## src/core/ddr2_params.svh

```systemverilog
// Constants of the DDR2 pin-side model: timing, field positions, reset values.
// Assumes inclusion by bare name from every design file that needs it.
`ifndef DDR2_PARAMS_SVH
`define DDR2_PARAMS_SVH

`define DDR2_CLK_PERIOD_NS   4
`define DDR2_BANKS           4
`define DDR2_BANK_BITS       2
`define DDR2_ADDR_BITS       14
`define DDR2_BURST_LEN       4
`define DDR2_COL_BITS        4
`define DDR2_DQ_MAX          16
`define DDR2_DM_MAX          2
`define DDR2_A_ALL_BANKS     10
`define DDR2_EMR_BANK        2'h1
`define DDR2_EMR_RTT0        2
`define DDR2_EMR_RTT1        6
`define DDR2_RTT_RESET       1'b0
`define DDR2_BUF_DEPTH       2

`endif

```

## src/core/ddr2_pkg.sv

```systemverilog
// Types shared by the DDR2 pin-side model.
// Assumes ddr2_params.svh is compiled alongside.
package ddr2_pkg;

    // Power state as seen from the pins
    typedef enum logic [1:0] {
        ST_ACTIVE,
        ST_PD_PRE,
        ST_PD_ACT,
        ST_SELF_REF
    } pwr_state_t;

    // Decoded command from the four command pins
    typedef enum logic [2:0] {
        CMD_NOP,
        CMD_LOAD_MODE,
        CMD_REFRESH,
        CMD_PRECHARGE,
        CMD_ACTIVATE,
        CMD_WRITE,
        CMD_READ,
        CMD_DESELECT
    } cmd_t;

endpackage : ddr2_pkg

```

## src/core/word_mem.sv

```systemverilog
// Small byte-lane writable word store with a registered read port.
// Assumes one clock; write and read to the same word in one cycle return old data.
`timescale 1ns/100ps
module word_mem #(
    parameter int WIDTH = 16,
    parameter int LANES = 2,
    parameter int ABITS = 6
) (
    input  wire logic             clk,
    input  wire logic             wr_en,
    input  wire logic [ABITS-1:0] wr_addr,
    input  wire logic [WIDTH-1:0] wr_data,
    input  wire logic [LANES-1:0] wr_lane_en,
    input  wire logic             rd_en,
    input  wire logic [ABITS-1:0] rd_addr,
    output logic      [WIDTH-1:0] rd_data
);
    localparam int LW = WIDTH / LANES;

    logic [WIDTH-1:0] store [2**ABITS];

    // Lane-gated write: a masked lane keeps its old content
    always_ff @(posedge clk) begin
        if (wr_en) begin
            for (int l = 0; l < LANES; l++) begin
                if (wr_lane_en[l]) begin
                    store[wr_addr][l*LW +: LW] <= wr_data[l*LW +: LW];
                end
            end
        end
    end

    // Registered read data
    always_ff @(posedge clk) begin
        if (rd_en) begin
            rd_data <= store[rd_addr];
        end
    end
endmodule : word_mem

```

## src/core/two_entry_buffer.sv

```systemverilog
// Two-entry FIFO with valid/ready on both sides.
// Assumes a synchronous active-high reset on the same clock.
`timescale 1ns/100ps
module two_entry_buffer #(
    parameter int WIDTH = 16
) (
    input  wire logic             clk,
    input  wire logic             srst,
    input  wire logic             in_valid,
    output logic                  in_ready,
    input  wire logic [WIDTH-1:0] in_data,
    output logic                  out_valid,
    input  wire logic             out_ready,
    output logic      [WIDTH-1:0] out_data
);
    logic [WIDTH-1:0] slot_q [2];
    logic             wr_ptr_q;
    logic             rd_ptr_q;
    logic [1:0]       count_q;
    logic             push;
    logic             pop;

    // Honest full and empty from the occupancy count
    assign in_ready  = (count_q != 2'h2);
    assign out_valid = (count_q != 2'h0);
    assign out_data  = slot_q[rd_ptr_q];
    assign push      = in_valid & in_ready;
    assign pop       = out_valid & out_ready;

    // Storage slots
    always_ff @(posedge clk) begin
        if (push) begin
            slot_q[wr_ptr_q] <= in_data;
        end
    end

    // Pointers and occupancy
    always_ff @(posedge clk) begin
        if (srst) begin
            wr_ptr_q <= 1'b0;
            rd_ptr_q <= 1'b0;
            count_q  <= 2'h0;
        end else begin
            if (push) begin
                wr_ptr_q <= ~wr_ptr_q;
            end
            if (pop) begin
                rd_ptr_q <= ~rd_ptr_q;
            end
            count_q <= count_q + {1'b0, push} - {1'b0, pop};
        end
    end
endmodule : two_entry_buffer

```

## src/core/ddr2_pin_core.sv

```systemverilog
// Pin-side behaviour of a DDR2 memory: command capture, power modes,
// write masking, termination control and a burst read path.
// Assumes all pins come from outside the clk domain; clk is much faster than CK.
`timescale 1ns/100ps
`include "ddr2_params.svh"
module ddr2_pin_core #(
    parameter int DQ_WIDTH  = 16,
    parameter int BURST_LEN = `DDR2_BURST_LEN,
    parameter int COL_BITS  = `DDR2_COL_BITS
) (
    input  wire logic                            clk,
    input  wire logic                            srst,
    input  wire logic                            ck,
    input  wire logic                            ck_n,
    input  wire logic                            cke,
    input  wire logic                            cs_n,
    input  wire logic                            ras_n,
    input  wire logic                            cas_n,
    input  wire logic                            we_n,
    input  wire logic [`DDR2_BANK_BITS-1:0]      ba,
    input  wire logic [`DDR2_ADDR_BITS-1:0]      addr,
    input  wire logic                            odt,
    input  wire logic [DQ_WIDTH-1:0]             dq_i,
    output logic      [DQ_WIDTH-1:0]             dq_o,
    output logic                                 dq_oe,
    input  wire logic                            dqs_i,
    output logic                                 dqs_o,
    output logic                                 dqs_oe,
    input  wire logic [`DDR2_DM_MAX-1:0]         dm_i,
    output logic                                 term_en,
    output logic      [DQ_WIDTH-1:0]             term_dq_en,
    output logic                                 clocking_en,
    output ddr2_pkg::pwr_state_t                 pwr_state
);
    import ddr2_pkg::*;

    localparam int LANES = (DQ_WIDTH == 16) ? 2 : 1;
    localparam int ABITS = `DDR2_BANK_BITS + COL_BITS;
    localparam int SYNW  = 9 + `DDR2_BANK_BITS + `DDR2_ADDR_BITS + DQ_WIDTH
                         + `DDR2_DM_MAX;                   // Nine single-bit pins
    localparam logic [3:0] BEATS = 4'(BURST_LEN);

    // Command truth table on the four command pins
    function automatic cmd_t decode_cmd(input logic c, input logic r,
                                        input logic a, input logic w);
        cmd_t res;
        res = CMD_NOP;
        if (c) begin
            res = CMD_DESELECT;
        end else begin
            case ({r, a, w})
                3'h0:    res = CMD_LOAD_MODE;
                3'h1:    res = CMD_REFRESH;
                3'h2:    res = CMD_PRECHARGE;
                3'h3:    res = CMD_ACTIVATE;
                3'h4:    res = CMD_WRITE;
                3'h5:    res = CMD_READ;
                default: res = CMD_NOP;
            endcase
        end
        return res;
    endfunction : decode_cmd

    // Lane enables from the data mask inputs
    function automatic logic [LANES-1:0] lane_en(input logic [`DDR2_DM_MAX-1:0] m);
        logic [LANES-1:0] res;
        res = '1;
        if (LANES == 2) begin
            res = LANES'(~m);
        end else begin
            res = LANES'(~m[0]);
        end
        return res;
    endfunction : lane_en

    // Synchroniser stages for every pin
    logic [SYNW-1:0] meta_q;
    logic [SYNW-1:0] sync_q;
    logic            ck_s;
    logic            ck_n_s;
    logic            cke_s;
    logic            cs_n_s;
    logic            ras_n_s;
    logic            cas_n_s;
    logic            we_n_s;
    logic [`DDR2_BANK_BITS-1:0] ba_s;
    logic [`DDR2_ADDR_BITS-1:0] addr_s;
    logic            odt_s;
    logic [DQ_WIDTH-1:0] dq_s;
    logic            dqs_s;
    logic [`DDR2_DM_MAX-1:0] dm_s;

    // Edge detection and core state
    logic            ck_p_q;
    logic            cke_p_q;
    logic            dqs_p_q;
    logic            ck_rise;
    logic            ck_fall;
    logic            dqs_edge;
    logic            cke_reg_q;
    logic            odt_reg_q;
    logic            rtt_on_q;
    pwr_state_t      state_q;
    logic [`DDR2_BANKS-1:0] open_q;
    cmd_t            cmd;
    logic            cmd_ok;

    // Burst bookkeeping
    logic [3:0]          wr_left_q;
    logic [ABITS-1:0]    wr_addr_q;
    logic [3:0]          rd_left_q;
    logic [ABITS-1:0]    rd_addr_q;
    logic                rd_pend_q;
    logic                rd_issue;
    logic                mem_wr;
    logic [DQ_WIDTH-1:0] mem_rd_data;
    logic                buf_in_ready;
    logic                buf_out_valid;
    logic                buf_pop;
    logic [DQ_WIDTH-1:0] buf_out_data;

    // Two flops on every pin before any logic looks at it
    always_ff @(posedge clk) begin
        if (srst) begin
            meta_q <= '0;
            sync_q <= '0;
        end else begin
            meta_q <= {ck, ck_n, cke, cs_n, ras_n, cas_n, we_n, ba, addr, odt,
                       dq_i, dqs_i, dm_i};
            sync_q <= meta_q;
        end
    end

    assign {ck_s, ck_n_s, cke_s, cs_n_s, ras_n_s, cas_n_s, we_n_s, ba_s, addr_s,
            odt_s, dq_s, dqs_s, dm_s} = sync_q;

    // Previous levels for edge finding
    always_ff @(posedge clk) begin
        if (srst) begin
            ck_p_q  <= 1'b0;
            cke_p_q <= 1'b0;
            dqs_p_q <= 1'b0;
        end else begin
            ck_p_q  <= ck_s;
            cke_p_q <= cke_s;
            dqs_p_q <= dqs_s;
        end
    end

    // The crossing is CK rising with CK# low; a self-refreshed part sees no clock
    assign ck_rise  = ck_s & ~ck_p_q & ~ck_n_s & (state_q != ST_SELF_REF);
    assign ck_fall  = ~ck_s & ck_p_q & (state_q == ST_ACTIVE);
    assign dqs_edge = (dqs_s ^ dqs_p_q) & (state_q == ST_ACTIVE);

    // Command only while CKE held high across the edge and CS# low
    assign cmd    = decode_cmd(cs_n_s, ras_n_s, cas_n_s, we_n_s);
    assign cmd_ok = ck_rise & cke_reg_q & cke_s & (state_q == ST_ACTIVE)
                  & ~cs_n_s;

    // CKE registered at the crossing; self refresh exit is taken without CK
    always_ff @(posedge clk) begin
        if (srst) begin
            cke_reg_q <= 1'b0;
        end else if (state_q == ST_SELF_REF) begin
            if (cke_s & ~cke_p_q) begin
                cke_reg_q <= 1'b1;
            end
        end else if (ck_rise) begin
            cke_reg_q <= cke_s;
        end
    end

    // Power state machine
    always_ff @(posedge clk) begin
        if (srst) begin
            state_q <= ST_ACTIVE;
        end else begin
            case (state_q)
                ST_ACTIVE: begin
                    if (ck_rise & cke_reg_q & ~cke_s) begin
                        if (~cs_n_s && cmd == CMD_REFRESH) begin
                            state_q <= ST_SELF_REF;
                        end else if (open_q == '0) begin
                            state_q <= ST_PD_PRE;
                        end else begin
                            state_q <= ST_PD_ACT;
                        end
                    end
                end
                ST_PD_PRE, ST_PD_ACT: begin
                    if (ck_rise & cke_s) begin
                        state_q <= ST_ACTIVE;
                    end
                end
                ST_SELF_REF: begin
                    if (cke_s & ~cke_p_q) begin
                        state_q <= ST_ACTIVE;
                    end
                end
                default: state_q <= ST_ACTIVE;
            endcase
        end
    end

    // Internal clocking runs only when registered CKE is high and awake
    assign clocking_en = cke_reg_q & (state_q == ST_ACTIVE);
    assign pwr_state   = state_q;

    // Open-row tracking per bank
    always_ff @(posedge clk) begin
        if (srst) begin
            open_q <= '0;
        end else if (cmd_ok) begin
            if (cmd == CMD_ACTIVATE) begin
                open_q[ba_s] <= 1'b1;
            end else if (cmd == CMD_PRECHARGE) begin
                if (addr_s[`DDR2_A_ALL_BANKS]) begin
                    open_q <= '0;
                end else begin
                    open_q[ba_s] <= 1'b0;
                end
            end
        end
    end

    // Termination enable from mode load; a disabled setting masks ODT fully
    always_ff @(posedge clk) begin
        if (srst) begin
            rtt_on_q <= `DDR2_RTT_RESET;
        end else if (cmd_ok && cmd == CMD_LOAD_MODE && ba_s == `DDR2_EMR_BANK) begin
            rtt_on_q <= addr_s[`DDR2_EMR_RTT0] | addr_s[`DDR2_EMR_RTT1];
        end
    end

    // ODT is registered at each crossing, also during power-down
    always_ff @(posedge clk) begin
        if (srst) begin
            odt_reg_q <= 1'b0;
        end else if (state_q == ST_SELF_REF) begin
            odt_reg_q <= 1'b0;
        end else if (ck_rise) begin
            odt_reg_q <= odt_s;
        end
    end

    assign term_en    = odt_reg_q & rtt_on_q;
    // Only the configured data width gets termination; strobes and masks follow
    assign term_dq_en = {DQ_WIDTH{term_en}};

    // Write burst: one beat per strobe edge, each with its own mask
    always_ff @(posedge clk) begin
        if (srst) begin
            wr_left_q <= 4'h0;
            wr_addr_q <= '0;
        end else if (cmd_ok && cmd == CMD_WRITE) begin
            wr_left_q <= BEATS;
            wr_addr_q <= {ba_s, addr_s[COL_BITS-1:0]};
        end else if (mem_wr) begin
            wr_left_q <= wr_left_q - 4'h1;
            wr_addr_q <= wr_addr_q + ABITS'(1);
        end
    end

    assign mem_wr = dqs_edge & (wr_left_q != 4'h0);

    // Read burst: fetch stalls whenever the output buffer is full
    always_ff @(posedge clk) begin
        if (srst) begin
            rd_left_q <= 4'h0;
            rd_addr_q <= '0;
        end else if (cmd_ok && cmd == CMD_READ) begin
            rd_left_q <= BEATS;
            rd_addr_q <= {ba_s, addr_s[COL_BITS-1:0]};
        end else if (rd_issue) begin
            rd_left_q <= rd_left_q - 4'h1;
            rd_addr_q <= rd_addr_q + ABITS'(1);
        end
    end

    // One fetch in flight, so the buffer slot checked before it is still free
    assign rd_issue = (rd_left_q != 4'h0) & ~rd_pend_q & buf_in_ready;

    always_ff @(posedge clk) begin
        if (srst) begin
            rd_pend_q <= 1'b0;
        end else begin
            rd_pend_q <= rd_issue;
        end
    end

    word_mem #(
        .WIDTH      (DQ_WIDTH),
        .LANES      (LANES),
        .ABITS      (ABITS)
    ) u_mem (
        .clk        (clk),
        .wr_en      (mem_wr),
        .wr_addr    (wr_addr_q),
        .wr_data    (dq_s),
        .wr_lane_en (lane_en(dm_s)),
        .rd_en      (rd_issue),
        .rd_addr    (rd_addr_q),
        .rd_data    (mem_rd_data)
    );

    two_entry_buffer #(
        .WIDTH     (DQ_WIDTH)
    ) u_buf (
        .clk       (clk),
        .srst      (srst),
        .in_valid  (rd_pend_q),
        .in_ready  (buf_in_ready),
        .in_data   (mem_rd_data),
        .out_valid (buf_out_valid),
        .out_ready (buf_pop),
        .out_data  (buf_out_data)
    );

    // Beats leave on each CK crossing, so the drain stalls between edges
    assign buf_pop = (ck_rise | ck_fall) & (state_q == ST_ACTIVE);

    // Output driver: strobe copies CK so it is edge-aligned with the data
    always_ff @(posedge clk) begin
        if (srst) begin
            dq_o   <= '0;
            dq_oe  <= 1'b0;
            dqs_o  <= 1'b0;
            dqs_oe <= 1'b0;
        end else if (buf_pop) begin
            dq_oe  <= buf_out_valid;
            dqs_oe <= buf_out_valid;
            dqs_o  <= ck_s;
            if (buf_out_valid) begin
                dq_o <= buf_out_data;
            end
        end else if (state_q != ST_ACTIVE) begin
            dq_oe  <= 1'b0;                                                // Quiet when asleep
            dqs_oe <= 1'b0;
        end
    end
endmodule : ddr2_pin_core

```

## config.mk

```make
export PLATFORM = sky130hd
export DESIGN_NAME = ddr2_pin_core
export DESIGN_NICKNAME = d
export VERILOG_FILES = /design/src/core/ddr2_pkg.sv /design/src/core/word_mem.sv /design/src/core/two_entry_buffer.sv /design/src/core/ddr2_pin_core.sv
export VERILOG_INCLUDE_DIRS = /design/src /design/src/core
export SDC_FILE = /design/constraint.sdc
export NUM_CORES = 1
export LEC_CHECK = 0
export BUFFER_PORTS_ARGS = -buffer_cell sky130_fd_sc_hd__buf_4
export CAP_MARGIN = 10
export CORE_ASPECT_RATIO = 0.9
export CORE_MARGIN = 2
export CORE_UTILIZATION = 55
export DETAILED_ROUTE_END_ITERATION = 7
export GPL_TIMING_DRIVEN = 0
export PLACE_DENSITY = 0.74
export SLEW_MARGIN = 5
export SYNTH_ARGS = -nofsm -noshare
export SYNTH_HDL_FRONTEND = slang
export SYNTH_HIERARCHICAL = 1
export SYNTH_SLANG_ARGS = --single-unit
```

## constraint.sdc

```tcl
create_clock -name clk -period 2.66 [get_ports clk]
set_input_delay 0.133 -clock clk [delete_from_list [all_inputs] [get_ports clk]]
set_output_delay 0.133 -clock clk [all_outputs]
set_load 0.01 [all_outputs]
```

# After elaboration in Yosys (flattened, before gate mapping)
# Memory sizes are Yosys's and may differ from the RTL's. A register that Yosys moved wholly into a read port is not among the register bits.
# Cells that the tools add are included.
# word_totals
in_bits	45
mem_bits_rw	1056
memories	2
wordCells	149
ff_bits	125
# mem_list
name	words	word_bits	read_ports	rd_clocked_by_memory_dff	wr	line_no	text
u_mem.store	64	16	1	1	1	word_mem.sv:20	logic [WIDTH-1:0] store [2**ABITS];
u_buf.slot_q	2	16	1	1	1	two_entry_buffer.sv:16	logic [WIDTH-1:0] slot_q [2];
# classes
addsub	6
muxes	34
n_reduce_logical	26
eq_ne	20
n_bitwise	37
n_lt_le_gt_ge	2
# ops
operator	count
$mux W6	4
$and A1 B1 Y1	21
$pmux W3 S6	1
$eq A3 B3 Y1 const B	5
$mux W3	5
$mux W1	14
$reduce_bool A2 Y1	7
$add A6 B1 Y6 const B	2
$eq A3 B2 Y1 const B	4
$mux W4	3
$mux W2	5
$not A1 Y1	9
$ne A2 B2 Y1 const B	4
$reduce_bool A4 Y1	2
$reduce_or A2 Y1	4
$sub A4 B1 Y4 const B	2
$eq A3 B1 Y1 const B	2
$logic_and A1 B1 Y1	6
$pmux W2 S3	1
$reduce_and A2 Y1	3
$and A4 B4 Y4	1
$eq A2 B1 Y1 const B	2
$eq A2 B2 Y1 const B	2
$logic_not A4 Y1	1
14 further kinds	15

# Longest topological paths before layout
# Gate-level depths: netlist (run 1).
# logic_depth
word_depth	10
ltp_mapped	12
ltp_nobuf	11

# Hierarchy
# The synthesis (run 1) kept the hierarchy.
# modules_own_cells
module	area_per_inst_um2	instances	seq_area_each_um2	cells_each
word_mem	40481.3	1	31230.0	1906
ddr2_pin_core	4459.3	1	2422.3	432
two_entry_buffer	1438.9	1	1061.0	74

# Least setup slack after synthesis (run 1)
# OpenSTA, ideal clock, no wires.
# synth_path
path_type	reg2reg
from	register wr_left_q[0]
to	memory u_mem.store[48][10] (enable)
n_path_buf	2
setup_ns	0.370
synth_period_minus_slack_ns	2.478
path_stages_with_launch	10
setup_slack_ns	0.182
arrival_time_ns	2.107
cell_sequence	dfxtp_1 inv_1 ha_1 or3b_1 clkbuf_1 and3_1 buf_2 and3b_1 nand3_1 nor2_1
# synth_between
elab_chain_len	4
# synth_rtl
item	line_no	text
from (decl)	ddr2_pin_core.sv:109	logic [3:0] wr_left_q;
from (signal assigned)	ddr2_pin_core.sv:259	wr_left_q <= wr_left_q - 4'h1;
$reduce_bool A4 Y1	ddr2_pin_core.sv:264	assign mem_wr = dqs_edge & (wr_left_q != 4'h0);
$and A1 B1 Y1	ddr2_pin_core.sv:264	
via mem_wr	ddr2_pin_core.sv:115	logic mem_wr;
$mux W1	word_mem.sv:24	if (wr_en) begin
$mux W1 (implied by the code)	word_mem.sv:27	store[wr_addr][l*LW +: LW] <= wr_data[l*LW +: LW];
to (decl)	word_mem.sv:20	
# The timed path passes the listed nets, and every way through them passes these cells.

==> results of run 1 <==
-- worst paths after layout --
check                                   from           endpoint  slack [ns]  cells past startpoint
worst max-delay path            rd_addr_q[0]  u_mem/rd_data[14]       -0.16                      8
worst min-delay path                      ck         meta_q[42]        0.19                      3
worst max register to register  rd_addr_q[0]  u_mem/rd_data[14]       -0.16                      8
worst min register to register    meta_q[21]         sync_q[21]        0.44                      1
-- worst min-delay path, cell delays in order --
cell           delay, ns
dlygate4sd3_1       0.52
buf_4               0.09
nor2b_1             0.10
-- layer usage --
| metal | share of wire [%] | global-route usage, % | vias up | routed length [µm] |
|---|---|---|---|---|
| li1 | - | - | 10476 | - |
| met1 | 35 | 38.5 | 13561 | 45500 |
| met2 | 47 | 46.1 | 1952 | 61200 |
| met3 | 12 | 9.03 | 407 | 16200 |
| met4 | 5.7 | 14.5 | 0 | 7380 |
| met5 | 0 | 0 | - | 0 |
-- area by class of cell --
cell class / instances / area share [%]
sequential: 1198 / 61.0
multi-input combinational: 1052 / 21.5
timing repair buffer: 294 / 6.22
clock buffer: 152 / 5.52
tap: 1133 / 2.49
buffer: 145 / 2.26
clock inverter: 53 / 0.903
inverter: 12 / 0.0791
antenna: 4 / 0.0176
-- flip-flops by register name (all words and copies together) (netlist names), 2 cells and up, named ones only --
name / count
meta_q: 35
u_buf/slot_q: 32
sync_q: 35
wr_left_q: 4
u_buf/count_q: 2
open_q: 4
rd_addr_q: 6
pwr_state: 2
u_mem/store: 1024
wr_addr_q: 6
u_mem/rd_data: 16
rd_left_q: 4
dq_o: 16
-- per-stage QoR --
stage,power (µW),instances,hold WS [ns]
floorplan,27000,2412,0.205
global placement,29600,3620,0.343
detailed placement,29800,3637,0.348
finish,46900,4043,0.195
global route,48000,4039,0.198
CTS,46000,4020,0.167
-- cells by family after synthesis --
group | after synthesis | share of synthesized area (%)
compound gates | 165 | 2.67
xor+xnor | 19 | 0.359
fa+ha+maj | 10 | 0.270
mux | 375 | 14.5
buf+inv | 162 | 2.16
simple gates | 483 | 5.24
flops | 1198 | 74.8
-- timing repair --
item / in CTS / in global routing
setup endpoints to repair: 1040 / 1041
resized for setup: 430 / 86
buffers inserted: 146 / 17
cloned: 0 / 3
pin swaps: 116 / 31
endpoints found under the hold margin: 43 / 0
hold buffers: 36 / 0
-- cells in the final DEF, fill, tap and decap left out, types with 26 or more instances in the layout --
cell / count
nor2b_1: 108
edfxtp_1: 1072
nor2_1: 53
clkbuf_16: 118
buf_12: 99
mux2_2: 26
mux4_2: 212
clkbuf_1: 43
nor2_4: 123
dfxtp_1: 104
a22oi_1: 35
buf_4: 201
nand2_1: 62
mux2i_1: 96
dlygate4sd3_1: 36
-- power by group through the flow --
stage                     combinational [µW]  sequential [µW]  clock (µW)
after detailed placement                8080            21700           0
after CTS                               8710            21400       16000
after floorplan                         5360            21700           0
after global routing                    9810            21400       16800
after global placement                  7750            21800           0
final                                   9550            21400       16000
==> summary.txt, run 1 <==
Setup path
  – Critical Path Sink Type: flip-flop
  – Worst path buffer plus inverter count: 3
  – CP Launch Type: flip-flop
  – Crit path arrival time: 3.20 ns
  – Kind of cell adding the most delay to the critical path: multiplexers
  – Critical path fanouts, max: 10
  – Worst path cell trace: buf_12, buf_12, buf_16, mux4_2, mux2i_1, a22oi_1, a31oi_4, a311oi_1
  – Slowest library cell on the worst path: mux4_2
  – Most used cell, CP: buf_12
  – WS Path Type: flip-flop to flip-flop
  – Req. time, crit path: 3.04 ns
  – Slowest cell delay on critical path: 0.57 ns

Placement
  – GP Congestion: 0.916
  – Post-detail-place hpwl: 78300 µm
  – Place WS: -1.07 ns
  – Area post-placement: 48700 µm²
  – Number of port buffers: 75

Synth
  – Synth unique cells: 71
  – Post-Syn Instances: 2412
  – Synth warn: 6
  – Most frequent cells after synthesis: edfxtp_1 (1072), mux4_2 (210), nor2_1 (183)
  – Main synth FF type: edfxtp_1
  – Area contributors post-synth: edfxtp_1 (69%), mux4_2 (10%), dfxtp_1 (5.4%), mux2i_1 (2.3%), nor2_1 (1.5%)
  – EDFF count, synth: 1072
  – Most common cell in the netlist: edfxtp_1
  – Net Count, Synth: 2467
  – Top-area cell type share of the netlist area: 69.4%
  – Synth async-reset ratio: 0%
  – Avg Cell Area, Syn: 19.2 µm²
  – Seq/Total Area, Yosys: 74.8%
  – Synth Cell Area: 46400 µm²
  – Yosys reg bits: 1198
  – Leading area contributor after synthesis: edfxtp_1

Floorplan
  – Die outline height: 279 µm
  – IO Pins: 84
  – Die ar.: 86700 µm²
  – Core area: 83900 µm²
  – Initial Util: 55.3%
  – Die span in x: 310 µm
  – Std cell rows: 101

STA
  – Final sum of negative setup slack: -4.05 ns
  – Tcrit/Tclk final: 106%
  – Least-Margin Pin Slew: 1.03 ns
  – Final worst setup slack: -0.157 ns
  – # setup viols final: 195
  – RSZ-0062 raised after global routing: true
  – Final Hold Violating Endpoints: 0
  – Tmin final: 2.82 ns
  – Worst clock skew: 0.0327 ns
  – Max Clock Freq: 0.355 GHz
  – Rel. slew slack: 31.4%
  – Slew Viols, Final: 0

Final layout
  – Final core utilization: 67.9%
  – Synth-to-layout area growth: 22.9%
  – Fill cells: 4971
  – Share of layout cells above drive strength 1: 36.1%
  – Multi-input logic area: 12300 µm²
  – Final nets: 2868
  – Finished layout cell area: 57000 µm²
  – Register area: 34700 µm²

Pwr
  – Sw frac: 26.6%
  – Int Pwr: 34400 µW
  – Clock share of power: 34.1%
  – Sequential cell fraction of total power: 45.5%
  – Leakage power: 0.0186 µW
  – Combinational share of power: 20.4%
  – Switching Power: 12500 µW
  – VDD IR-drop max: 0.000680 V
  – Pwr Density: 823 nW/µm²

Clock network
  – Clock root buffer: clkbuf_16
  – Worst skew pair latency: 0.69 ns
  – CTS max path bufs: 3
  – # H-tree levels: 3
  – Sink Count: 1198
  – CTS Buf Count: 110
  – CTS tree: done
  – Clock transition at path regs: 0.06 ns

Routing
  – Final wirelength: 130000 µm
  – Post-route ant nets: 0
  – Number of vias per cell: 6.53
  – Wire per inst: 32.2 µm
  – Via count: 26396
  – Drt drc: 0
  – First DRT Iteration DRCs: 3801
  – Pre-antenna DRT Iters: 6

GRT
  – Gr ovfl total: 0
  – GRT Overall Usage: 29.7%
  – Initial antenna violation count: 3
  – First-pass GRT wire length: 182000 µm
  – Largest net degree at the start of global routing: 51
  – Vias in the first global route: 26421

Min path
  – Worst Hold Class: input pin to flip-flop

Outcome
  – Status: complete, but fails checks
  – Failing checks: negative setup slack

Run
  – Max-Cap Viols: 0
No activity file was read; power rests on OpenSTA's default activity.
==> run 2: changes to the inputs <==
Settings changed: SETUP_SLACK_MARGIN from default to 0.5.
==> run 2 against run 1 <==
The run still ends with negative setup slack left. Sequential share of layout area down 1.6 points. Combinational power up 6%. Design area up 2.7%. Flip-flop and latch count unchanged.
==> summary.txt, run 2 (synthesized netlist as in run 1, its figures left out) <==
Setup path
  – Slowest cell delay on critical path: 0.64 ns (+0.07 ns)
  – FF-to-FF setup slack: -0.18 ns (-0.02 ns)
  – WS Path Type: flip-flop to flip-flop
  – CP Launch Type: flip-flop
  – Kind of cell adding the most delay to the critical path: multiplexers
  – Critical Path Sink Type: flip-flop
  – Worst path cell trace: buf_12, buf_12, buf_12, mux4_1, mux2i_1, a22oi_1, a31oi_4, a311oi_2
  – Req. time, crit path: 3.03 ns (about the same)
  – Slowest library cell on the worst path: mux4_1
  – Critical path fanouts, max: 5 (-5)
  – Most used cell, CP: buf_12
  – Crit path arrival time: 3.21 ns (about the same)
  – Worst path buffer plus inverter count: 3 (unchanged)

Clock network
  – CTS max path bufs: 3 (unchanged)
  – CTS Buf Count: 113 (+2.7%)
  – CTS tree: done
  – Worst skew pair latency: 0.69 ns (about the same)
  – Sink Count: 1198 (unchanged)
  – Clock root buffer: clkbuf_16
  – Clock transition at path regs: 0.07 ns (about the same)
  – # H-tree levels: 3 (unchanged)

STA
  – Max Clock Freq: 0.352 GHz (-0.79%)
  – Tcrit/Tclk final: 107% (+0.84 points)
  – Slew Viols, Final: 0 (unchanged)
  – Tmin final: 2.84 ns (+0.0224 ns)
  – Final hold slack: 0.204 ns (+0.00893 ns)
  – # setup viols final: 10 (-95%)
  – RSZ-0062 raised after global routing: true
  – Worst clock skew: 0.0312 ns (-0.00152 ns)
  – Final Hold Violating Endpoints: 0 (unchanged)
  – Final worst setup slack: -0.179 ns (-0.0224 ns)
  – Least-Margin Pin Slew: 0.904 ns (-0.124 ns)
  – Rel. slew slack: 39.6% (+8.2 points)

Outcome
  – Failing checks: negative setup slack
  – Status: complete, but fails checks

Final layout
  – Top flop regs: u_mem/store (1024), meta_q (35), sync_q (35)
  – Largest register FFs: 1024 (unchanged)
  – Share of layout cells above drive strength 1: 38.4% (+2.3 points)
  – Finished layout cell area: 58500 µm² (+2.7%)
  – Diode count: 0 (-4)
  – Synth-to-layout area growth: 26.1%
  – Most common cell after layout, fill and taps aside: edfxtp_1
  – Most frequent cells in the layout: edfxtp_1 (1072), mux4_2 (213), buf_4 (143)
  – Fill cells: 4676 (-5.9%)
  – Biggest register: u_mem/store
  – Final core utilization: 69.7% (+1.8 points)
  – Final nets: 2912 (+1.5%)

Floorplan
  – Core area: 83900 µm² (unchanged)
  – Die outline height: 279 µm (unchanged)
  – Die ar.: 86700 µm² (unchanged)
  – IO Pins: 84 (unchanged)
  – Std cell rows: 101 (unchanged)
  – Initial Util: 55.3% (unchanged)
  – Die span in x: 310 µm (unchanged)

Pwr
  – VDD IR-drop max: 0.000649 V (-4.6%)
  – Pwr Density: 806 nW/µm² (-2.1%)
  – Leakage power: 0.0189 µW (+1.5%)

Routing
  – Final wirelength: 134000 µm (+2.9%)
  – First DRT Iteration DRCs: 4337 (+14%)
  – Wire per inst: 32.8 µm (+1.8%)
  – Via count: 27006 (+2.3%)
  – Number of vias per cell: 6.61 (+1.3%)
  – Post-route ant nets: 0 (unchanged)
  – Drt drc: 0 (unchanged)
  – Pre-antenna DRT Iters: 8 (+2)

Placement
  – Post-detail-place hpwl: 79400 µm (+1.4%)
  – Place WS: -1.08 ns (-0.00930 ns)
  – Number of port buffers: 75 (unchanged)
  – GP Congestion: 0.914 (-0.25%)
  – Area post-placement: 49300 µm² (+1.3%)

GRT
  – GRT Overall Usage: 30.3% (+0.59 points)
  – Largest net degree at the start of global routing: 41 (-20%)
  – Vias in the first global route: 26453 (+0.12%)
  – Gr ovfl total: 0 (unchanged)
  – First-pass GRT wire length: 185000 µm (+2.1%)
  – Initial antenna violation count: 2 (-1)

Run
  – Max-Cap Viols: 0 (unchanged)

Min path
  – Worst Hold Class: input pin to flip-flop
## run 2: cell types whose count changed in the layout (fill, tap and decap cells not counted), moves of 10 or more
cell	change
buf_6	+64
nand2_4	-10
buf_8	+11
buf_12	+27
buf_4	-58
clkinv_1	+25
nand2_8	+12
## run 2: layer usage
metal / up-vias / track usage [%] / wire length, µm
met3: 381 / 8.50 / 17000
li1: 10556 / - / -
met2: 2150 / 46.8 / 63200
met4: 4 / 13.1 / 6400
met5: - / 0 / 129
met1: 13915 / 40.7 / 47400
## run 2: cell type report
cell class | count | area [µm²] | area share [%]
repair buffers | 330 | 4320 | 7.38
well taps | 1133 | 1420 | 2.42
clock buffers | 142 | 3060 | 5.24
flip-flops and latches | 1198 | 34800 | 59.4
clock inverters | 67 | 468 | 0.800
plain buffers | 150 | 1500 | 2.57
inverters | 12 | 45.0 | 0.0770
multi-input cells | 1052 | 12900 | 22.1
## run 2: path summary, 6_finish.rpt
check	from	end	depth (start not counted)
setup reg to reg	rd_addr_q[0]	u_mem/rd_data[8]	8
hold / removal	cs_n	meta_q[39]	3
setup / recovery	rd_addr_q[0]	u_mem/rd_data[8]	8
hold reg to reg	meta_q[9]	sync_q[9]	1
## run 2: stage by stage
step,setup TNS [ns],total power (µW),instances
after floorplan,0,27000,2412
after global placement,-327.81,29400,3620
after detailed placement,-220.96,29600,3637
after CTS,0,46200,4064
after global routing,-0.255,48200,4084
final,-0.513,47100,4084
## run 2: tightest hold or removal path: cells and delay by family
family | cells | cell delay [ns]
buffers and inverters | 2 | 0.61
AND/OR/NAND/NOR | 1 | 0.10
## run 2: repair_timing
item,CTS,global route
pin swaps,145,95
gates resized for setup,420,137
endpoints found under the setup margin,1043,1066
setup buffers,179,20
cloned,3,0
hold buffers,36,0
hold endpoints to repair,43,0
## run 2: where the power goes
part           total, µW  internal (µW)  switching, µW
Sequential         21400          21000            350
Clock              15700           8700           6980
Combinational      10100           4660           5430
Total              47100          34400          12800
